<file path="config.mk">
export PLATFORM = sky130hd
export DESIGN_NAME = data_frame_header_builder
export DESIGN_NICKNAME = d
export VERILOG_FILES = /design/src/rtl/framer_pkg.sv /design/src/rtl/data_frame_header_builder.sv /design/src/rtl/header_check_step.sv /design/src/rtl/header_byte_mux.sv
export SDC_FILE = /design/constraint.sdc
export NUM_CORES = 1
export LEC_CHECK = 0
export BUFFER_PORTS_ARGS = -buffer_cell sky130_fd_sc_hd__buf_4
export CORE_MARGIN = 5
export CORE_UTILIZATION = 55
export DETAILED_ROUTE_END_ITERATION = 7
export GPL_TIMING_DRIVEN = 0
export PLACE_DENSITY_LB_ADDON = 0.15
export SKIP_CTS_REPAIR_TIMING = 1
export SLEW_MARGIN = 10
export SYNTH_ARGS = -nofsm -noshare
export SYNTH_HDL_FRONTEND = slang
export SYNTH_HIERARCHICAL = 1
export SYNTH_SLANG_ARGS = --single-unit
</file>
<file path="constraint.sdc">
create_clock -name ref_clk_i -period 12.9 [get_ports ref_clk_i]
set_input_delay 1.935 -clock ref_clk_i [delete_from_list [all_inputs] [get_ports ref_clk_i]]
set_output_delay 1.935 -clock ref_clk_i [all_outputs]
set_load 0.02 [all_outputs]
</file>
<file path="src/rtl/framer_pkg.sv">
// shared constants and types of the data frame header builder
package framer_pkg;

  // field widths
  localparam int ID_W = 64;
  localparam int CHK_W = 32;
  localparam int IDX_W = 5;

  // header layout, byte positions in send order
  localparam logic [4:0] HDR_SRC_POS = 5'h08;
  localparam logic [4:0] HDR_RSV_POS = 5'h10;
  localparam logic [4:0] HDR_MUX_POS = 5'h11;
  localparam logic [4:0] HDR_LAST_POS = 5'h11;
  localparam logic [4:0] CHK_LAST_POS = 5'h03;
  localparam logic [7:0] HDR_RSV_BYTE = 8'h00;

  // body count values
  localparam logic [1:0] BODY_CNT_ONE = 2'h1;
  localparam logic [1:0] BODY_CNT_TWO = 2'h2;

  // identifier that no data frame may address
  localparam logic [63:0] BROADCAST_ID = 64'hFFFF_FFFF_FFFF_FFFF;

  // header check
  localparam logic [31:0] CHK_SEED = 32'hFFFF_FFFF;
  localparam logic [31:0] CHK_POLY = 32'h04C1_1DB7;

  // sub-header attribute byte
  localparam int ATTR_SYNC_BIT = 7;
  localparam int ATTR_ACK_BIT = 6;
  localparam int ATTR_TYPE_BIT = 5;
  localparam int ATTR_RSV_BIT = 4;
  localparam logic [7:0] ATTR_BASE = 8'h00;

  // register offsets
  localparam logic [7:0] REG_OWN_ID_LO = 8'h00;
  localparam logic [7:0] REG_OWN_ID_HI = 8'h04;
  localparam logic [7:0] REG_CTRL = 8'h08;
  localparam logic [7:0] REG_STATUS = 8'h0C;
  localparam logic [7:0] REG_FRAME_CNT = 8'h10;
  localparam logic [7:0] REG_REJECT_CNT = 8'h14;

  // control and status fields
  localparam int CTRL_EN_BIT = 0;
  localparam int CTRL_RESYNC_BIT = 1;
  localparam int STAT_BUSY_BIT = 0;
  localparam int STAT_SYNC_BIT = 1;
  localparam int STAT_EN_BIT = 2;

  // reset values
  localparam logic CTRL_EN_RESET = 1'b0;
  localparam logic SYNC_PENDING_RESET = 1'b1;
  localparam logic [63:0] OWN_ID_RESET = 64'h0000_0000_0000_0000;

  typedef enum logic [2:0] {
    ST_IDLE,
    ST_HDR,
    ST_CHK,
    ST_ATTR,
    ST_BODY
  } framer_state_t;

endpackage

</file>
<file path="src/rtl/data_frame_header_builder.sv">
// data frame builder: common header, header check, body sub-headers
`timescale 1ns/10ps
`default_nettype none
// Overview of operation
// - every frame holds one or two bodies; other counts are refused.
// - each body is one payload or segment, ended by the user's last flag.
// - payloads leave in exactly the order the user delivers them.
// - two bodies share one common header, sent back to back after it.
// - destination is the requested 64-bit peer identifier, never broadcast.
// - source field carries this entity's own 64-bit identifier.
// - body count byte is 1 for one body and 2 for two.
// - a 32-bit check over the 18 header bytes follows the header.
// - sync bit 7 is one only in the first data body after reset or after a resync request.
// - acknowledge type bit 6 of the attribute is always zero.
// - body type bit 5 of the attribute is always zero.
// - reserved bit 4 of the attribute is always zero.
// - check starts at all ones and absorbs bytes in send order.
// - the forbidden broadcast destination is all ones.
module data_frame_header_builder
  import framer_pkg::*;
(
  // clock and reset
  input wire logic ref_clk_i,
  input wire logic rst_i,
  // register port
  input wire logic [7:0] reg_addr_i,
  input wire logic [31:0] reg_wdata_i,
  input wire logic reg_wr_i,
  input wire logic reg_rd_i,
  output logic [31:0] reg_rdata_o,
  // frame request
  input wire logic req_valid_i,
  input wire logic [63:0] req_dest_i,
  input wire logic [1:0] req_count_i,
  output logic req_ready_o,
  output logic req_reject_o,
  // payload bytes from the user
  input wire logic pl_valid_i,
  input wire logic [7:0] pl_data_i,
  input wire logic pl_last_i,
  output logic pl_ready_o,
  // frame bytes to the link
  output logic out_valid_o,
  output logic [7:0] out_data_o,
  output logic out_first_o,
  output logic out_last_o,
  input wire logic out_ready_i
);

  typedef struct packed {
    framer_state_t state;
    logic [4:0] idx;
    logic [1:0] count;
    logic second;
    logic [63:0] dest;
    logic [63:0] src;
    logic [31:0] chk;
    logic out_valid;
    logic [7:0] out_data;
    logic out_first;
    logic out_last;
    logic enable;
    logic sync_pending;
    logic [63:0] own_id;
    logic [15:0] frame_cnt;
    logic [15:0] reject_cnt;
    logic req_reject;
    logic [31:0] rdata;
  } framer_regs_t;

  framer_regs_t s;
  framer_regs_t next_s;

  logic [7:0] hdr_byte;
  logic [31:0] chk_next;
  logic load;
  logic req_ready;
  logic pl_ready;
  logic last_body;
  logic [7:0] attr_byte;
  logic [31:0] status_word;

  // header byte for the current position
  header_byte_mux u_hdr_mux (
    .idx_i(s.idx),
    .dest_i(s.dest),
    .src_i(s.src),
    .count_i(s.count),
    .byte_o(hdr_byte)
  );

  // check value after absorbing the header byte being sent
  header_check_step u_chk_step (
    .chk_i(s.chk),
    .data_i(hdr_byte),
    .chk_o(chk_next)
  );

  // output slot is free when empty or being drained this cycle
  assign load = !s.out_valid || out_ready_i;
  assign req_ready = s.enable && (s.state == ST_IDLE);
  assign last_body = s.second || (s.count == BODY_CNT_ONE);

  always_comb begin
    attr_byte = ATTR_BASE;
    attr_byte[ATTR_SYNC_BIT] = s.sync_pending;
    attr_byte[ATTR_ACK_BIT] = 1'b0;
    attr_byte[ATTR_TYPE_BIT] = 1'b0;
    attr_byte[ATTR_RSV_BIT] = 1'b0;
  end

  always_comb begin
    status_word = 32'h0000_0000;
    status_word[STAT_BUSY_BIT] = (s.state != ST_IDLE);
    status_word[STAT_SYNC_BIT] = s.sync_pending;
    status_word[STAT_EN_BIT] = s.enable;
  end

  always_comb begin
    next_s = s;
    next_s.req_reject = 1'b0;
    pl_ready = 1'b0;
    if (out_ready_i) begin
      next_s.out_valid = 1'b0;
    end

    unique case (s.state)
      ST_IDLE: begin
        if (req_valid_i && req_ready) begin
          if (req_dest_i == BROADCAST_ID) begin
            next_s.req_reject = 1'b1;
            next_s.reject_cnt = s.reject_cnt + 16'h0001;
          end else if (req_count_i != BODY_CNT_ONE &&
                       req_count_i != BODY_CNT_TWO) begin
            next_s.req_reject = 1'b1;
            next_s.reject_cnt = s.reject_cnt + 16'h0001;
          end else begin
            next_s.dest = req_dest_i;
            next_s.src = s.own_id;
            next_s.count = req_count_i;
            next_s.chk = CHK_SEED;
            next_s.idx = 5'h00;
            next_s.second = 1'b0;
            next_s.state = ST_HDR;
          end
        end
      end

      ST_HDR: begin
        if (load) begin
          next_s.out_valid = 1'b1;
          next_s.out_data = hdr_byte;
          next_s.out_first = (s.idx == 5'h00);
          next_s.out_last = 1'b0;
          next_s.chk = chk_next;
          if (s.idx == HDR_LAST_POS) begin
            next_s.idx = 5'h00;
            next_s.state = ST_CHK;
          end else begin
            next_s.idx = s.idx + 5'h01;
          end
        end
      end

      ST_CHK: begin
        if (load) begin
          next_s.out_valid = 1'b1;
          next_s.out_data = s.chk[8 * (3 - s.idx[1:0]) +: 8];
          next_s.out_first = 1'b0;
          next_s.out_last = 1'b0;
          if (s.idx == CHK_LAST_POS) begin
            next_s.idx = 5'h00;
            next_s.state = ST_ATTR;
          end else begin
            next_s.idx = s.idx + 5'h01;
          end
        end
      end

      ST_ATTR: begin
        if (load) begin
          next_s.out_valid = 1'b1;
          next_s.out_data = attr_byte;
          next_s.out_first = 1'b0;
          next_s.out_last = 1'b0;
          next_s.sync_pending = 1'b0;
          next_s.state = ST_BODY;
        end
      end

      ST_BODY: begin
        pl_ready = load;
        if (pl_valid_i && load) begin
          next_s.out_valid = 1'b1;
          next_s.out_data = pl_data_i;
          next_s.out_first = 1'b0;
          next_s.out_last = 1'b0;
          if (pl_last_i) begin
            if (last_body) begin
              next_s.out_last = 1'b1;
              next_s.frame_cnt = s.frame_cnt + 16'h0001;
              next_s.state = ST_IDLE;
            end else begin
              next_s.second = 1'b1;
              next_s.state = ST_ATTR;
            end
          end
        end
      end

      default: begin
        next_s.state = ST_IDLE;
      end
    endcase

    // register writes; a resync request wins over the clear above
    if (reg_wr_i) begin
      unique case (reg_addr_i)
        REG_OWN_ID_LO: begin
          next_s.own_id[31:0] = reg_wdata_i;
        end
        REG_OWN_ID_HI: begin
          next_s.own_id[63:32] = reg_wdata_i;
        end
        REG_CTRL: begin
          next_s.enable = reg_wdata_i[CTRL_EN_BIT];
          if (reg_wdata_i[CTRL_RESYNC_BIT]) begin
            next_s.sync_pending = 1'b1;
          end
        end
        default: begin
        end
      endcase
    end

    // read data stand one cycle after the strobe only
    next_s.rdata = 32'h0000_0000;
    if (reg_rd_i) begin
      unique case (reg_addr_i)
        REG_OWN_ID_LO: begin
          next_s.rdata = s.own_id[31:0];
        end
        REG_OWN_ID_HI: begin
          next_s.rdata = s.own_id[63:32];
        end
        REG_CTRL: begin
          next_s.rdata[CTRL_EN_BIT] = s.enable;
        end
        REG_STATUS: begin
          next_s.rdata = status_word;
        end
        REG_FRAME_CNT: begin
          next_s.rdata = {16'h0000, s.frame_cnt};
        end
        REG_REJECT_CNT: begin
          next_s.rdata = {16'h0000, s.reject_cnt};
        end
        default: begin
          next_s.rdata = 32'h0000_0000;
        end
      endcase
    end
  end

  always_ff @(posedge ref_clk_i or posedge rst_i) begin
    if (rst_i) begin
      s.state <= ST_IDLE;
      s.idx <= 5'h00;
      s.count <= BODY_CNT_ONE;
      s.second <= 1'b0;
      s.dest <= 64'h0000_0000_0000_0000;
      s.src <= 64'h0000_0000_0000_0000;
      s.chk <= CHK_SEED;
      s.out_valid <= 1'b0;
      s.out_data <= 8'h00;
      s.out_first <= 1'b0;
      s.out_last <= 1'b0;
      s.enable <= CTRL_EN_RESET;
      s.sync_pending <= SYNC_PENDING_RESET;
      s.own_id <= OWN_ID_RESET;
      s.frame_cnt <= 16'h0000;
      s.reject_cnt <= 16'h0000;
      s.req_reject <= 1'b0;
      s.rdata <= 32'h0000_0000;
    end else begin
      s <= next_s;
    end
  end

  assign reg_rdata_o = s.rdata;
  assign req_ready_o = req_ready;
  assign req_reject_o = s.req_reject;
  assign pl_ready_o = pl_ready;
  assign out_valid_o = s.out_valid;
  assign out_data_o = s.out_data;
  assign out_first_o = s.out_first;
  assign out_last_o = s.out_last;

endmodule
`default_nettype wire

</file>
<file path="src/rtl/header_check_step.sv">
// one byte step of the 32-bit header check
`timescale 1ns/10ps
`default_nettype none
module header_check_step
  import framer_pkg::*;
(
  // running check and next byte
  input wire logic [31:0] chk_i,
  input wire logic [7:0] data_i,
  // updated check
  output logic [31:0] chk_o
);

  always_comb begin
    logic [31:0] q;
    logic fb;
    q = chk_i;
    fb = 1'b0;
    // shift in one bit at a time, bit 0 of the byte first
    for (int i = 0; i < 8; i++) begin
      fb = q[31] ^ data_i[i];
      q = {q[30:0], 1'b0} ^ (fb ? CHK_POLY : 32'h0000_0000);
    end
    chk_o = q;
  end

endmodule
`default_nettype wire

</file>
<file path="src/rtl/header_byte_mux.sv">
// selects the common header byte for a byte position
`timescale 1ns/10ps
`default_nettype none
module header_byte_mux
  import framer_pkg::*;
(
  // header contents
  input wire logic [4:0] idx_i,
  input wire logic [63:0] dest_i,
  input wire logic [63:0] src_i,
  input wire logic [1:0] count_i,
  // selected byte
  output logic [7:0] byte_o
);

  always_comb begin
    byte_o = HDR_RSV_BYTE;
    // identifiers go most significant byte first
    if (idx_i < HDR_SRC_POS) begin
      byte_o = dest_i[8 * (7 - idx_i[2:0]) +: 8];
    end else if (idx_i < HDR_RSV_POS) begin
      byte_o = src_i[8 * (7 - idx_i[2:0]) +: 8];
    end else if (idx_i == HDR_MUX_POS) begin
      byte_o = {6'h00, count_i};
    end
  end

endmodule
`default_nettype wire

</file>
==> impl_summary.txt <==
----------------------------------------------------
[Power and ir drop]
  Net switching power figure ... 1110 uW
  Comb power frac ... 35.5%
  Pwr/cell area ... 188.0 nW/um2
  Cell internal pwr ... 2325 uW
  Peak VDD IR ... 0.1349 mV
  Sequential Power Share ... 35.2%
  Leakage ... 0.008896 uW
  Switching part of the total ... 32.32%
  Clock Power Share ... 29.3%

[Final layout]
  Fraction of final layout cells with drive strength greater than 1 ... 40.20%
  N_diodes ... 0
  Area growth, synth to finish ... 19.14%
  Count of placed standard cells in the final layout, fillers left out ... 1776
  Most common cell after layout, fill and taps aside ... sky130_fd_sc_hd__dfrtp_1
  Filler cell count in the final layout ... 2117
  Final net count ... 1503
  Commonest non-fill, non-tap cells in the layout ... sky130_fd_sc_hd__dfrtp_1, sky130_fd_sc_hd__buf_4, sky130_fd_sc_hd__mux2_2, sky130_fd_sc_hd__nand2_1, sky130_fd_sc_hd__xnor2_1
  Final instance area ... 18270 um2

[Yosys]
  Cell count after synthesis ... 1172
  Count of flip-flops with a built-in enable after synthesis ... 0
  Share of flip-flops with an asynchronous set or reset ... 100.0%
  Part of the Yosys area used for sequential elements ... 51.36%
  Cell variety after synth ... 63
  Synthesized netlist net count ... 1299
  Number of storage elements in the synthesis netlist ... 313
  Most used flip-flop cell after synthesis ... sky130_fd_sc_hd__dfrtp_1
  Mapped Area ... 15330 um2
  Post-Syn Area per Cell ... 13.08 um2
  Number of warnings issued by yosys ... 6

[Timing]
  Slew @ Worst Pin ... 0.9106 ns
  Post-route worst hold slack ... 0.4759 ns
  Max Freq ... 210.4 MHz
  Setup repair after global routing missed its margin ... false
  Post-Route Skew ... 0.01050 ns
  Endpoints failing hold ... 0
  Final slew viol count ... 0
  Ratio of final minimum period to clock period ... 36.84%
  Final worst path period need ... 4.752 ns
  PnR worst setup slack ... 8.148 ns
  Worst relative slew slack ... 39.29%
  Final-report setup violation count ... 0

[Status]
  Outcome ... complete, no violations

[Die]
  Core Box Area ... 27630 um2
  Width of the die ... 177.0 um
  Number of cell rows ... 61
  Number of top-level design ports ... 168
  Height of the die ... 177.0 um
  Starting utilization of the core area ... 55.50%
  Area of the die ... 31320 um2

[Global route]
  Initial antenna violation count ... 0
  Tot GR Track Use ... 24.73%
  Number of global-route vias before repair ... 10.36k
  First-pass GRT wire length ... 60.19 mm
  Largest net degree at the start of global routing ... 122
  Total congestion overflow after global routing ... 0

[Placed design]
  Post-DP Area ... 17110 um2
  Worst setup slack after placement ... 8.165 ns
  Number of port buffers ... 165
  DP Cell Count ... 1717
  Placed wire-length estimate after detailed placement ... 27.87 mm
  Placer's final routability congestion estimate ... 0.8422

[Critical path]
  Capturing element type of the critical path ... output pin
  Worst setup SP type ... input port
  Data required time at the worst endpoint ... 10.97 ns
  Worst EP arrival ... 2.82 ns
  Critical Path Fanout Max ... 9
  Worst Path Class, Setup ... in -> out

[CTS]
  H-Tree Depth ... 2
  Clock Tree Root ... sky130_fd_sc_hd__clkbuf_16
  Clk slew on worst S/H paths ... 0.06 ns
  Later-pin clock latency in the skew report ... 0.51 ns
  Clock tree from TritonCTS ... built
  TritonCTS Sinks ... 313
  Largest buffer count on any clock path ... 3
  Total clock buffers created by CTS ... 35

[Route]
  Average routed wire per standard cell ... 21.61 um
  Total via count after detailed routing ... 10.27k
  Detailed Route WL ... 38.38 mm
  Number of DRC violations after detailed routing ... 0
  DR iter-0 viols ... 747
  Initial DRT Pass Iterations ... 5
  Antenna Nets Post-Route ... 0
  Vias per cell ... 5.782

[Flow run]
  Maximum Capacitance Violations ... 0

[Worst hold path]
  Path category of the worst min-delay check ... reg -> reg

----------------------------------------------------
-- worst max-delay path, cell delays in order --
cell	delay [ns]
sky130_fd_sc_hd__buf_4	0.11
sky130_fd_sc_hd__nor2b_1	0.09
sky130_fd_sc_hd__clkbuf_1	0.38
sky130_fd_sc_hd__nor2_1	0.12
sky130_fd_sc_hd__buf_4	0.18
-- power by group through the flow --
stage | Combinational (uW) | Clock (uW) | Sequential, uW
2_1_floorplan | 960 | 0 | 1190
3_3_place_gp | 1190 | 0 | 1220
3_5_place_dp | 1210 | 0 | 1220
4_1_cts | 1220 | 1020 | 1210
5_1_grt | 1320 | 1060 | 1220
6_report | 1220 | 1010 | 1210
-- registers in the layout, summed over array words and instances, names as in the netlist --
signal        flops
attr_byte         1
reg_rdata_o      32
out_last_o        1
req_reject_o      1
s               268
out_first_o       1
out_valid_o       1
out_data_o        8
-- Yosys cell counts (all sizes together), types with 7 or more instances --
master / n / area share, %
xor2: 21 / 1.2
o21ai: 11 / 0.36
and3: 14 / 0.57
a22oi: 46 / 2.3
clkbuf: 24 / 0.59
a22o: 8 / 0.46
nand2: 101 / 2.5
nand4: 25 / 1.1
mux2i: 19 / 1.2
nor3: 7 / 0.29
inv: 8 / 0.20
nor2: 32 / 0.82
mux2: 196 / 15
a21oi: 23 / 0.75
nand3: 51 / 1.7
mux4: 39 / 6.3
dfstp: 34 / 5.8
xnor2: 77 / 5.2
buf: 83 / 3.7
dfrtp: 279 / 46
a221o: 7 / 0.46
nand2b: 8 / 0.33
-- kinds of logic after synthesis --
kind of cell | Yosys count | synth area share (%)
AO/OA/AOI/OAI | 120 | 5.679
XOR/XNOR | 102 | 6.960
adder cells (fa/ha/maj) | 5 | 0.4080
buffers and inverters | 115 | 4.447
flip-flops | 313 | 51.36
multiplexers | 254 | 22.71
AND/OR/NAND/NOR | 263 | 8.437
-- layout make-up --
type,instances,area [um2],share of cell area [%]
clock inverter,12,158.9,0.8698
tap,378,473.0,2.589
inverter,8,37.54,0.2055
clock buffer,47,1002,5.486
timing repair buffer,167,1294,7.082
buffer,107,651.9,3.568
multi-input combinational,744,6777,37.09
sequential,313,7875,43.11
-- per-stage QoR --
step / total power (uW) / setup TNS, ns / util [%]
global route: 3605 / 0 / 66.12
floorplan: 2155 / 0 / -
CTS: 3447 / 0 / 66.12
finish: 3435 / 0 / 66.12
global placement: 2414 / -306.13 / 61.69
detailed placement: 2433 / 0 / 61.92
-- worst paths after layout --
check | cells after the start | to | slack (ns) | startpoint
max | 5 | pl_ready_o | 8.15 | out_ready_i
min | 1 | s[64] | 0.48 | s[64]
max reg2reg | 11 | s[153] | 9.06 | s[305]
min reg2reg | 1 | s[64] | 0.48 | s[64]
max in group asynchronous | 4 | s[37] | 9.90 | rst_i
min in group asynchronous | 2 | s[264] | 1.53 | rst_i
-- routing by layer --
metal	vias up	track usage, %	share of wire (%)
met2	332	38.47	46
met5	-	0	0
li1	4639	-	-
met4	0	5.513	1.9
met1	5246	36.37	45
met3	51	5.106	6.8
No activity file was read; power rests on OpenSTA's default activity.
